File: config.mk
export PLATFORM = sky130hd
export DESIGN_NAME = fisr_status
export DESIGN_NICKNAME = d
export VERILOG_FILES = /design/src/fisr_pkg.sv /design/src/fisr_status.sv
export VERILOG_INCLUDE_DIRS = /design/src /design/src/src
export SDC_FILE = /design/constraint.sdc
export NUM_CORES = 1
export LEC_CHECK = 0
export BUFFER_PORTS_ARGS = -buffer_cell sky130_fd_sc_hd__buf_2
export CELL_PAD_IN_SITES_DETAIL_PLACEMENT = 2
export CELL_PAD_IN_SITES_GLOBAL_PLACEMENT = 2
export CORE_ASPECT_RATIO = 1.25
export CORE_MARGIN = 2
export CORE_UTILIZATION = 31
export CTS_CLUSTER_SIZE = 28
export DETAILED_ROUTE_END_ITERATION = 12
export PLACE_DENSITY_LB_ADDON = 0.1
export SLEW_MARGIN = 20
export SYNTH_ARGS = -nofsm -noshare
export SYNTH_HDL_FRONTEND = slang
export SYNTH_SLANG_ARGS = --single-unit
File: constraint.sdc
create_clock -name clk -period 2.1 [get_ports clk]
set_input_delay 0.42 -clock clk [delete_from_list [all_inputs] [get_ports clk]]
set_output_delay 0.42 -clock clk [all_outputs]
set_load 0.01 [all_outputs]
File: src/fisr_cfg.svh
// Register offsets, bit positions and reset values of the fault status block
`ifndef FISR_CFG_SVH
`define FISR_CFG_SVH
`define FISR_ADDR_CLK_LATCH 8'h34
`define FISR_ADDR_HS_LATCH 8'h3A
`define FISR_ADDR_MON_LATCH 8'h3B
`define FISR_ADDR_CLK_LIVE 8'h3C
`define FISR_ADDR_CH_LIVE 8'h3D
`define FISR_ADDR_OUT1_LIVE 8'h40
`define FISR_ADDR_OUT2_LIVE 8'h41
`define FISR_ADDR_HS_LIVE 8'h42
`define FISR_RESET_VAL 8'h00
`define FISR_BIT_HS_INSERT 3
`define FISR_BIT_HS_REMOVE 2
`define FISR_BIT_HS_HOOK 1
`define FISR_BIT_THRESH_HIGH 7
`define FISR_BIT_THRESH_LOW 6
`define FISR_BIT_VOICE_UP 5
`define FISR_BIT_VOICE_DOWN 4
`define FISR_BIT_CLK_ERR 7
`define FISR_BIT_PLL_LOCK 6
`define FISR_BIT_IN1 7
`define FISR_BIT_IN2 6
`define FISR_BIT_OUT1 5
`define FISR_BIT_OUT2 4
`define FISR_BIT_SC_P 7
`define FISR_BIT_SC_M 6
`define FISR_BIT_VG_P 5
`define FISR_BIT_VG_M 4
`define FISR_BIT_REG_SHORT 0
`endif

File: src/fisr_pkg.sv
// Types shared by the fault status block
package fisr_pkg;
    typedef logic [7:0] fisr_byte_t;
    typedef logic [7:0] fisr_addr_t;
endpackage

File: src/fisr_status.sv
// Latched and live interrupt and fault status readback registers
// Summary of operation
// - Headset insert latches bit 3 of 0x3A
// - Headset removal latches self-clearing bit 2
// - Hook button latches self-clearing bit 1
// - Analog upper threshold latches bit 7 0x3B
// - Analog lower threshold latches bit 6
// - Voice power-up detect latches bit 5
// - Voice power-down detect latches bit 4
// - Clock error live at bit 7 0x3C
// - PLL lock live at bit 6
// - Input channel 1 fault summary bit 7
// - Input channel 2 fault summary bit 6
// - Output channel faults bits 5 and 4
// - Output 1 shorts in bits 7, 6
// - Output 1 virtual ground bits 5, 4
// - Output 2 shorts in bits 7, 6
// - Output 2 virtual ground bits 5, 4
// - Regulator short live at bit 0
// - Reserved bits read zero; write reset
// - Latched clock error at bit 7, self-clearing
`timescale 1ns/1ps
`include "fisr_cfg.svh"

module fisr_status (
    // Clock and reset
    input wire logic clk,
    input wire logic srst,
    // Register read port
    input wire logic rd_en,
    input wire fisr_pkg::fisr_addr_t rd_addr,
    output fisr_pkg::fisr_byte_t rd_data,
    // Latched event sources, level high while detected
    input wire logic hs_insert,
    input wire logic hs_remove,
    input wire logic hs_hook,
    input wire logic thresh_high,
    input wire logic thresh_low,
    input wire logic voice_up,
    input wire logic voice_down,
    // Live clock conditions
    input wire logic clk_err,
    input wire logic pll_lock,
    // Channel fault conditions
    input wire logic in1_fault,
    input wire logic in2_fault,
    input wire logic out1_sc_p,
    input wire logic out1_sc_m,
    input wire logic out1_vg_p,
    input wire logic out1_vg_m,
    input wire logic out2_sc_p,
    input wire logic out2_sc_m,
    input wire logic out2_vg_p,
    input wire logic out2_vg_m,
    input wire logic reg_short
);
    import fisr_pkg::*;

    fisr_byte_t hs_latch_q, hs_latch_d;
    fisr_byte_t mon_latch_q, mon_latch_d;
    fisr_byte_t clk_latch_q, clk_latch_d;
    fisr_byte_t clk_live_q, clk_live_d;
    fisr_byte_t ch_live_q, ch_live_d;
    fisr_byte_t out1_live_q, out1_live_d;
    fisr_byte_t out2_live_q, out2_live_d;
    fisr_byte_t rd_data_q, rd_data_d;
    fisr_byte_t hs_set, mon_set, clk_set;

    // Set wins over the read clear so an event in the read cycle survives
    function automatic fisr_byte_t latch_next(input fisr_byte_t cur, input fisr_byte_t set,
                                              input logic clr);
        latch_next = (clr ? 8'h00 : cur) | set;
    endfunction

    always_comb begin
        hs_set = 8'h00;
        mon_set = 8'h00;
        clk_set = 8'h00;
        hs_set[`FISR_BIT_HS_INSERT] = hs_insert;
        hs_set[`FISR_BIT_HS_REMOVE] = hs_remove;
        hs_set[`FISR_BIT_HS_HOOK] = hs_hook;
        mon_set[`FISR_BIT_THRESH_HIGH] = thresh_high;
        mon_set[`FISR_BIT_THRESH_LOW] = thresh_low;
        mon_set[`FISR_BIT_VOICE_UP] = voice_up;
        mon_set[`FISR_BIT_VOICE_DOWN] = voice_down;
        clk_set[`FISR_BIT_CLK_ERR] = clk_err;
        hs_latch_d = latch_next(hs_latch_q, hs_set,
                                rd_en && rd_addr == `FISR_ADDR_HS_LATCH);
        mon_latch_d = latch_next(mon_latch_q, mon_set,
                                 rd_en && rd_addr == `FISR_ADDR_MON_LATCH);
        clk_latch_d = latch_next(clk_latch_q, clk_set,
                                 rd_en && rd_addr == `FISR_ADDR_CLK_LATCH);
    end

    always_comb begin
        clk_live_d = 8'h00;
        ch_live_d = 8'h00;
        out1_live_d = 8'h00;
        out2_live_d = 8'h00;
        clk_live_d[`FISR_BIT_CLK_ERR] = clk_err;
        clk_live_d[`FISR_BIT_PLL_LOCK] = pll_lock;
        ch_live_d[`FISR_BIT_IN1] = in1_fault;
        ch_live_d[`FISR_BIT_IN2] = in2_fault;
        ch_live_d[`FISR_BIT_OUT1] = out1_sc_p | out1_sc_m | out1_vg_p | out1_vg_m;
        ch_live_d[`FISR_BIT_OUT2] = out2_sc_p | out2_sc_m | out2_vg_p | out2_vg_m | reg_short;
        out1_live_d[`FISR_BIT_SC_P] = out1_sc_p;
        out1_live_d[`FISR_BIT_SC_M] = out1_sc_m;
        out1_live_d[`FISR_BIT_VG_P] = out1_vg_p;
        out1_live_d[`FISR_BIT_VG_M] = out1_vg_m;
        out2_live_d[`FISR_BIT_SC_P] = out2_sc_p;
        out2_live_d[`FISR_BIT_SC_M] = out2_sc_m;
        out2_live_d[`FISR_BIT_VG_P] = out2_vg_p;
        out2_live_d[`FISR_BIT_VG_M] = out2_vg_m;
        out2_live_d[`FISR_BIT_REG_SHORT] = reg_short;
    end

    // Read data is the registered value before any clear of this cycle
    always_comb begin
        rd_data_d = rd_data_q;
        if (rd_en) begin
            unique case (rd_addr)
                `FISR_ADDR_CLK_LATCH: rd_data_d = clk_latch_q;
                `FISR_ADDR_HS_LATCH: rd_data_d = hs_latch_q;
                `FISR_ADDR_MON_LATCH: rd_data_d = mon_latch_q;
                `FISR_ADDR_CLK_LIVE: rd_data_d = clk_live_q;
                `FISR_ADDR_CH_LIVE: rd_data_d = ch_live_q;
                `FISR_ADDR_OUT1_LIVE: rd_data_d = out1_live_q;
                `FISR_ADDR_OUT2_LIVE: rd_data_d = out2_live_q;
                `FISR_ADDR_HS_LIVE: rd_data_d = 8'h00;
                // The whole live headset register lies outside this block and reads zero here
                default: rd_data_d = 8'h00;
            endcase
        end
    end

    always_ff @(posedge clk) begin
        if (srst) begin
            hs_latch_q <= `FISR_RESET_VAL;
            mon_latch_q <= `FISR_RESET_VAL;
            clk_latch_q <= `FISR_RESET_VAL;
            clk_live_q <= `FISR_RESET_VAL;
            ch_live_q <= `FISR_RESET_VAL;
            out1_live_q <= `FISR_RESET_VAL;
            out2_live_q <= `FISR_RESET_VAL;
            rd_data_q <= `FISR_RESET_VAL;
        end else begin
            hs_latch_q <= hs_latch_d;
            mon_latch_q <= mon_latch_d;
            clk_latch_q <= clk_latch_d;
            clk_live_q <= clk_live_d;
            ch_live_q <= ch_live_d;
            out1_live_q <= out1_live_d;
            out2_live_q <= out2_live_d;
            rd_data_q <= rd_data_d;
        end
    end

    assign rd_data = rd_data_q;

    property p_hs_insert_latch;
        @(posedge clk) disable iff (srst)
        hs_insert |=> hs_latch_q[`FISR_BIT_HS_INSERT];
    endproperty
    a_hs_insert_latch: assert property (p_hs_insert_latch)
        else $error("insert not latched");

    property p_hs_remove_hold;
        @(posedge clk) disable iff (srst)
        hs_latch_q[`FISR_BIT_HS_REMOVE] && !(rd_en && rd_addr == `FISR_ADDR_HS_LATCH)
        |=> hs_latch_q[`FISR_BIT_HS_REMOVE];
    endproperty
    a_hs_remove_hold: assert property (p_hs_remove_hold)
        else $error("remove bit dropped");

    property p_read_clear;
        @(posedge clk) disable iff (srst)
        rd_en && rd_addr == `FISR_ADDR_MON_LATCH && !thresh_high
        |=> !mon_latch_q[`FISR_BIT_THRESH_HIGH];
    endproperty
    a_read_clear: assert property (p_read_clear)
        else $error("read did not clear");

    property p_read_data;
        @(posedge clk) disable iff (srst)
        rd_en && rd_addr == `FISR_ADDR_HS_LATCH |=> rd_data == $past(hs_latch_q);
    endproperty
    a_read_data: assert property (p_read_data)
        else $error("latched read value wrong");

    property p_voice_up;
        @(posedge clk) disable iff (srst)
        voice_up |=> mon_latch_q[`FISR_BIT_VOICE_UP];
    endproperty
    a_voice_up: assert property (p_voice_up)
        else $error("voice up not latched");

    property p_clk_live;
        @(posedge clk) disable iff (srst)
        ##1 clk_live_q[`FISR_BIT_CLK_ERR] == $past(clk_err);
    endproperty
    a_clk_live: assert property (p_clk_live)
        else $error("clock error live wrong");

    property p_out_summary;
        @(posedge clk) disable iff (srst)
        out1_sc_p |=> ch_live_q[`FISR_BIT_OUT1];
    endproperty
    a_out_summary: assert property (p_out_summary)
        else $error("output summary missing");

    property p_reg_short;
        @(posedge clk) disable iff (srst)
        ##1 out2_live_q[`FISR_BIT_REG_SHORT] == $past(reg_short);
    endproperty
    a_reg_short: assert property (p_reg_short)
        else $error("regulator short wrong");

    property p_reserved;
        @(posedge clk) disable iff (srst)
        ##1 hs_latch_q[7:4] == 4'h0 && mon_latch_q[3:0] == 4'h0 && out2_live_q[3:1] == 3'h0;
    endproperty
    a_reserved: assert property (p_reserved)
        else $error("reserved bit set");

    property p_clk_latch;
        @(posedge clk) disable iff (srst)
        clk_err |=> clk_latch_q[`FISR_BIT_CLK_ERR];
    endproperty
    a_clk_latch: assert property (p_clk_latch)
        else $error("clock error not latched");

    property p_hs_remove_set;
        @(posedge clk) disable iff (srst)
        hs_remove |=> hs_latch_q[`FISR_BIT_HS_REMOVE];
    endproperty
    a_hs_remove_set: assert property (p_hs_remove_set)
        else $error("remove not latched");

    property p_hs_hook_set;
        @(posedge clk) disable iff (srst)
        hs_hook |=> hs_latch_q[`FISR_BIT_HS_HOOK];
    endproperty
    a_hs_hook_set: assert property (p_hs_hook_set)
        else $error("hook not latched");

    property p_thresh_high_set;
        @(posedge clk) disable iff (srst)
        thresh_high |=> mon_latch_q[`FISR_BIT_THRESH_HIGH];
    endproperty
    a_thresh_high_set: assert property (p_thresh_high_set)
        else $error("upper threshold not latched");

    property p_thresh_low_set;
        @(posedge clk) disable iff (srst)
        thresh_low |=> mon_latch_q[`FISR_BIT_THRESH_LOW];
    endproperty
    a_thresh_low_set: assert property (p_thresh_low_set)
        else $error("lower threshold not latched");

    property p_voice_down;
        @(posedge clk) disable iff (srst)
        voice_down |=> mon_latch_q[`FISR_BIT_VOICE_DOWN];
    endproperty
    a_voice_down: assert property (p_voice_down)
        else $error("voice down not latched");

    property p_pll_live;
        @(posedge clk) disable iff (srst)
        ##1 clk_live_q[`FISR_BIT_PLL_LOCK] == $past(pll_lock);
    endproperty
    a_pll_live: assert property (p_pll_live)
        else $error("lock live wrong");

    property p_in1_live;
        @(posedge clk) disable iff (srst)
        ##1 ch_live_q[`FISR_BIT_IN1] == $past(in1_fault);
    endproperty
    a_in1_live: assert property (p_in1_live)
        else $error("input 1 summary wrong");

    property p_in2_live;
        @(posedge clk) disable iff (srst)
        ##1 ch_live_q[`FISR_BIT_IN2] == $past(in2_fault);
    endproperty
    a_in2_live: assert property (p_in2_live)
        else $error("input 2 summary wrong");
endmodule // fisr_status

# == After elaboration in Yosys (flattened, before gate mapping) ==
# Cells that the tools add are included.
# W data, S select, Z words.
# classes
eq_ne,7
n_mux,4
bitwise,10
reduce_logical,3
# ops
op,n
$pmux W8 S7,1
$eq A8 B6 Y1 const B,5
$mux W8,3
$eq A8 B7 Y1 const B,2
$or A8 B8 Y8,2
$or A8 B4 Y8,1
$or A1 B1 Y1,7
$logic_and A1 B1 Y1,3
# word_totals
reg_bits,64
in_bits,31
out_inout_bits,8
word_cells,36

# == Longest topological paths before layout ==
# logic_depth
word_depth,4
depth_mapped,5
depth_no_buf,4

# == Worst setup path after synthesis ==
# No wires, ideal clock.
# synth_path
path_type,input to register
startpoint,in rd_addr[6]
endpoint,"reg rd_data_q[4], in the netlist rd_data[4]"
setup_time_ns,0.073
arrival_ns,1.231
required_time_ns,2.027
slack_ns,0.796
stages,5
n_path_buf,1
cell_sequence,and4bb_1 > buf_2 > nand2_1 > o221a_1 > nor3_2
# synth_between
elab_chain_len,2
word_cells_on_any_way,8
cone_classes,eq/ne (7); mux (1)
# synth_lines
element,line_no,rtl
from (decl),fisr_status.sv:31,"input wire fisr_pkg::fisr_addr_t rd_addr,"
$eq A8 B7 Y1 / $eq A8 B6 Y1 (equally long branches),fisr_status.sv:121,unique case (rd_addr)
$pmux W8 S7 (*),fisr_status.sv:121,
to (signal assigned),fisr_status.sv:145,rd_data_q <= `FISR_RESET_VAL;
to (signal assigned),fisr_status.sv:154,rd_data_q <= rd_data_d;
to (decl),fisr_status.sv:66,"fisr_byte_t rd_data_q, rd_data_d;"
# Mark *: on every way between the ends. The rest lies on a longest branch, timed or not.
# A chain may end at the register's enable or synchronous reset.

# == Worst setup path in the final report ==
# layout_path
startpoint,in rd_addr[6]
endpoint,reg mon_latch_q[5]
# layout_between
elab_chain_len,4
# layout_lines
element,line_no,rtl
$eq A8 B6 Y1,--,
$logic_and A1 B1 Y1 (no source line),--,
$mux W8,fisr_status.sv:72,latch_next = (clr ? 8'h00 : cur) | set;
$or A8 B8 Y8,fisr_status.sv:72,
to (signal assigned),fisr_status.sv:139,mon_latch_q <= `FISR_RESET_VAL;
to (signal assigned),fisr_status.sv:148,mon_latch_q <= mon_latch_d;
to (decl),fisr_status.sv:60,"fisr_byte_t mon_latch_q, mon_latch_d;"
# No other way between the ends.

==> flow_summary.json <==
{
  "period_needed_ps": 1470,
  "switching_share": 0.235,
  "instances_no_fill": 231,
  "synthArstFlopShare": 0,
  "gp_congestion": 0.679,
  "arrival_ps": 1620,
  "cts_setup_buffers": 0,
  "hpwl_um": 2620,
  "yosysTopAreaCell": "dfxtp_1",
  "hold_viol": 0,
  "netlist_area_mm2": 0.00127,
  "initial_core_util": 0.316,
  "cap_viol_max_count": 0,
  "cts-htree-levels": 2,
  "ctsHoldBuffers": 0,
  "cts_tree": "built",
  "die_w_um": 61.2,
  "leakage_nw": 0.685,
  "io_pins": 39,
  "cp_slowest_cell": "and4bb_1",
  "p_seq_frac": 0.498,
  "core_mm2": 0.00400,
  "fmax_mhz": 680,
  "worst_pin_slew_ps": 561,
  "net-switching-power_w": 0.000297,
  "reg2reg_slack_ps": 980,
  "busiest_layer": "met2",
  "grt_pass1_vias": 1169,
  "grt_use_total": 0.175,
  "setup_tns_ps": 0,
  "cts_made_buffers": 5,
  "powerDensity_mw_per_mm2": 793,
  "slowest_delay_ps": 480,
  "cp-end-kind": "flip-flop",
  "synth_seq_cells": 31,
  "fin_util": 0.399,
  "critical_path_buf_inv_count": 1,
  "die_h_um": 75.5,
  "yosysWarnings": 0,
  "setup_viol": 0,
  "worstPathMaxFanout": 9,
  "power.total_w": 0.00127,
  "wl_per_cell_um": 15.2,
  "crit_family": "simple AND/OR/NAND/NOR gates",
  "drt_iter0_drc": 71,
  "ant_nets": 0,
  "num_rows": 26,
  "rsz0062_at_grt": "no",
  "cts-root-buf": "clkbuf_8",
  "slew_violations": 0,
  "grt_start_max_net_pins": 32,
  "synth_top_flop_cell": "dfxtp_1",
  "synth_area_per_cell_um2": 9.31,
  "cp_cell_sequence": "buf_2 > and4bb_1 > nand4_1 > a21oi_1 > nor2_1",
  "clkPwrFrac": 0.408,
  "clkTransAtPathRegs_ps": 70,
  "synth_edf_count": 0,
  "yosysSeqAreaShare": 0.490,
  "slew_headroom": 0.626,
  "skew_ps": 2.10,
  "mappedNetlistNets": 167,
  "min_path_type": "input port to flip-flop",
  "vdd_drop_max_uv": 344,
  "cts.repair.resized": 0,
  "routed_wirelength_um": 3510,
  "area_delta_synth_final_pct": 26.2,
  "status": "complete, no violations",
  "synth_cell_types": 37,
  "vias_per_cell": 4.87,
  "die-area_mm2": 0.00462,
  "grt_use_met1": 0.188,
  "drc": 0,
  "syn-instance-count": 136,
  "ys_top_cells_by_area": "dfxtp_1 49%, nor2b_1 8.4%, nor2_1 6.2%",
  "antenna_found_initial": 0,
  "p_int_w": 0.000970,
  "use_met3": 0.0509,
  "worst_skew_pair.late_latency_ps": 280,
  "placedCellCount": 223,
  "post-route-period-util": 0.700,
  "nets": 205,
  "worstSetupPathType": "input port to flip-flop",
  "drt-pass1-iter-count": 2,
  "required_ps": 2250,
  "drive_gt1_frac": 0.303,
  "met2_usage": 0.325,
  "combinationalPowerShare": 0.094,
  "grt_pass1_wl_um": 5810,
  "portBuffers": 38,
  "yosysTopAreaCellShare": 0.490,
  "clkSinkCount": 31,
  "grt_overflow": 0,
  "diodes": 0,
  "clockBufferDepth": 2,
  "vias": 1124,
  "startpoint_type": "input port"
}
-- final timing paths --
| check | cells past startpoint | end | from |
|---|---|---|---|
| setup / recovery | 5 | mon_latch_q[5]$_SDFF_PP0_ | rd_addr[6] |
| hold / removal | 3 | mon_latch_q[6]$_SDFF_PP0_ | thresh_low |
| setup reg to reg | 4 | rd_data[7]$_SDFFE_PP0P_ | ch_live_q[7]$_SDFF_PP0_ |
| hold reg to reg | 2 | mon_latch_q[7]$_SDFF_PP0_ | mon_latch_q[7]$_SDFF_PP0_ |
-- registers in the layout, indices dropped and copies added, names as in the netlist --
| signal | count |
|---|---|
| rd_data | 8 |
| out1_live_q | 4 |
| out2_live_q | 5 |
| hs_latch_q | 3 |
| mon_latch_q | 4 |
| ch_live_q | 4 |
| clk_live_q | 2 |
| clk_latch_q | 1 |
-- metal layers --
layer,vias up,part of all wire
met5,-,0
met4,0,0.011
met3,4,0.036
met2,28,0.56
met1,546,0.39
li1,546,-
-- kinds of logic (layout without fill, tap and decap cells) --
family / Yosys count / after routing / synth area share
buffers and inverters: 10 / 49 / 0.0346
multiplexers: 5 / 5 / 0.0405
AO/OA/AOI/OAI: 27 / 27 / 0.140
flip-flops: 31 / 31 / 0.490
AND/OR/NAND/NOR: 63 / 63 / 0.294
-- final cells by class --
class                           count  area (µm²)
Fill cell                         463        2400
Sequential cell                    31         621
Multi-Input combinational cell     95         602
Timing Repair Buffer               38         190
Clock buffer                        7        96.3
Tap cell                           56        70.1
Inverter                            3        11.3
Clock inverter                      1        7.51
-- cells in the mapped netlist (all sizes together) (2+ instances only) --
library cell / instances
dfxtp: 31
nor2: 21
nor2b: 18
a21oi: 13
nand3: 6
buf: 4
mux2i: 4
a22oi: 3
clkbuf: 3
inv: 3
nand2: 3
nor3: 3
and4bb: 2
nand4: 2
nor4: 2
o221a: 2
o22ai: 2
-- through the flow --
step | hold slack (ps) | setup WS, ps | instance area (µm²)
after floorplan | 451 | 796 | 1270
after CTS | 347 | 625 | 1600
after global routing | 348 | 517 | 1600
after global placement | 462 | 432 | 1490
final | 352 | 630 | 1600
after detailed placement | 486 | 420 | 1490
-- placed cells by master, fill, tap and decap left out, types with 2 or more instances in the layout --
master / count
and4bb_1: 2
o22ai_1: 2
nand2_1: 3
inv_1: 3
nor3_2: 2
nand3_1: 5
dfxtp_1: 31
clkbuf_8: 7
mux2i_1: 4
a21oi_1: 13
nor2_1: 21
buf_2: 38
a22oi_1: 3
o221a_1: 2
nand4_1: 2
nor2b_1: 17
-- worst min-delay path: stages --
cell	delay, ps
buf_2	80
a21oi_1	30
nor2_1	60
-- power by group through the flow --
| stage | sequential (W) | clock [W] | combinational, W |
|---|---|---|---|
| after floorplan | 0.000640 | 0 | 0.0000666 |
| after global placement | 0.000643 | 0 | 0.000115 |
| after detailed placement | 0.000645 | 0 | 0.000121 |
| after CTS | 0.000632 | 0.000533 | 0.000122 |
| after global routing | 0.000634 | 0.000567 | 0.000136 |
| final | 0.000631 | 0.000517 | 0.000119 |
Note: power is estimated with default switching activity, not from simulation.
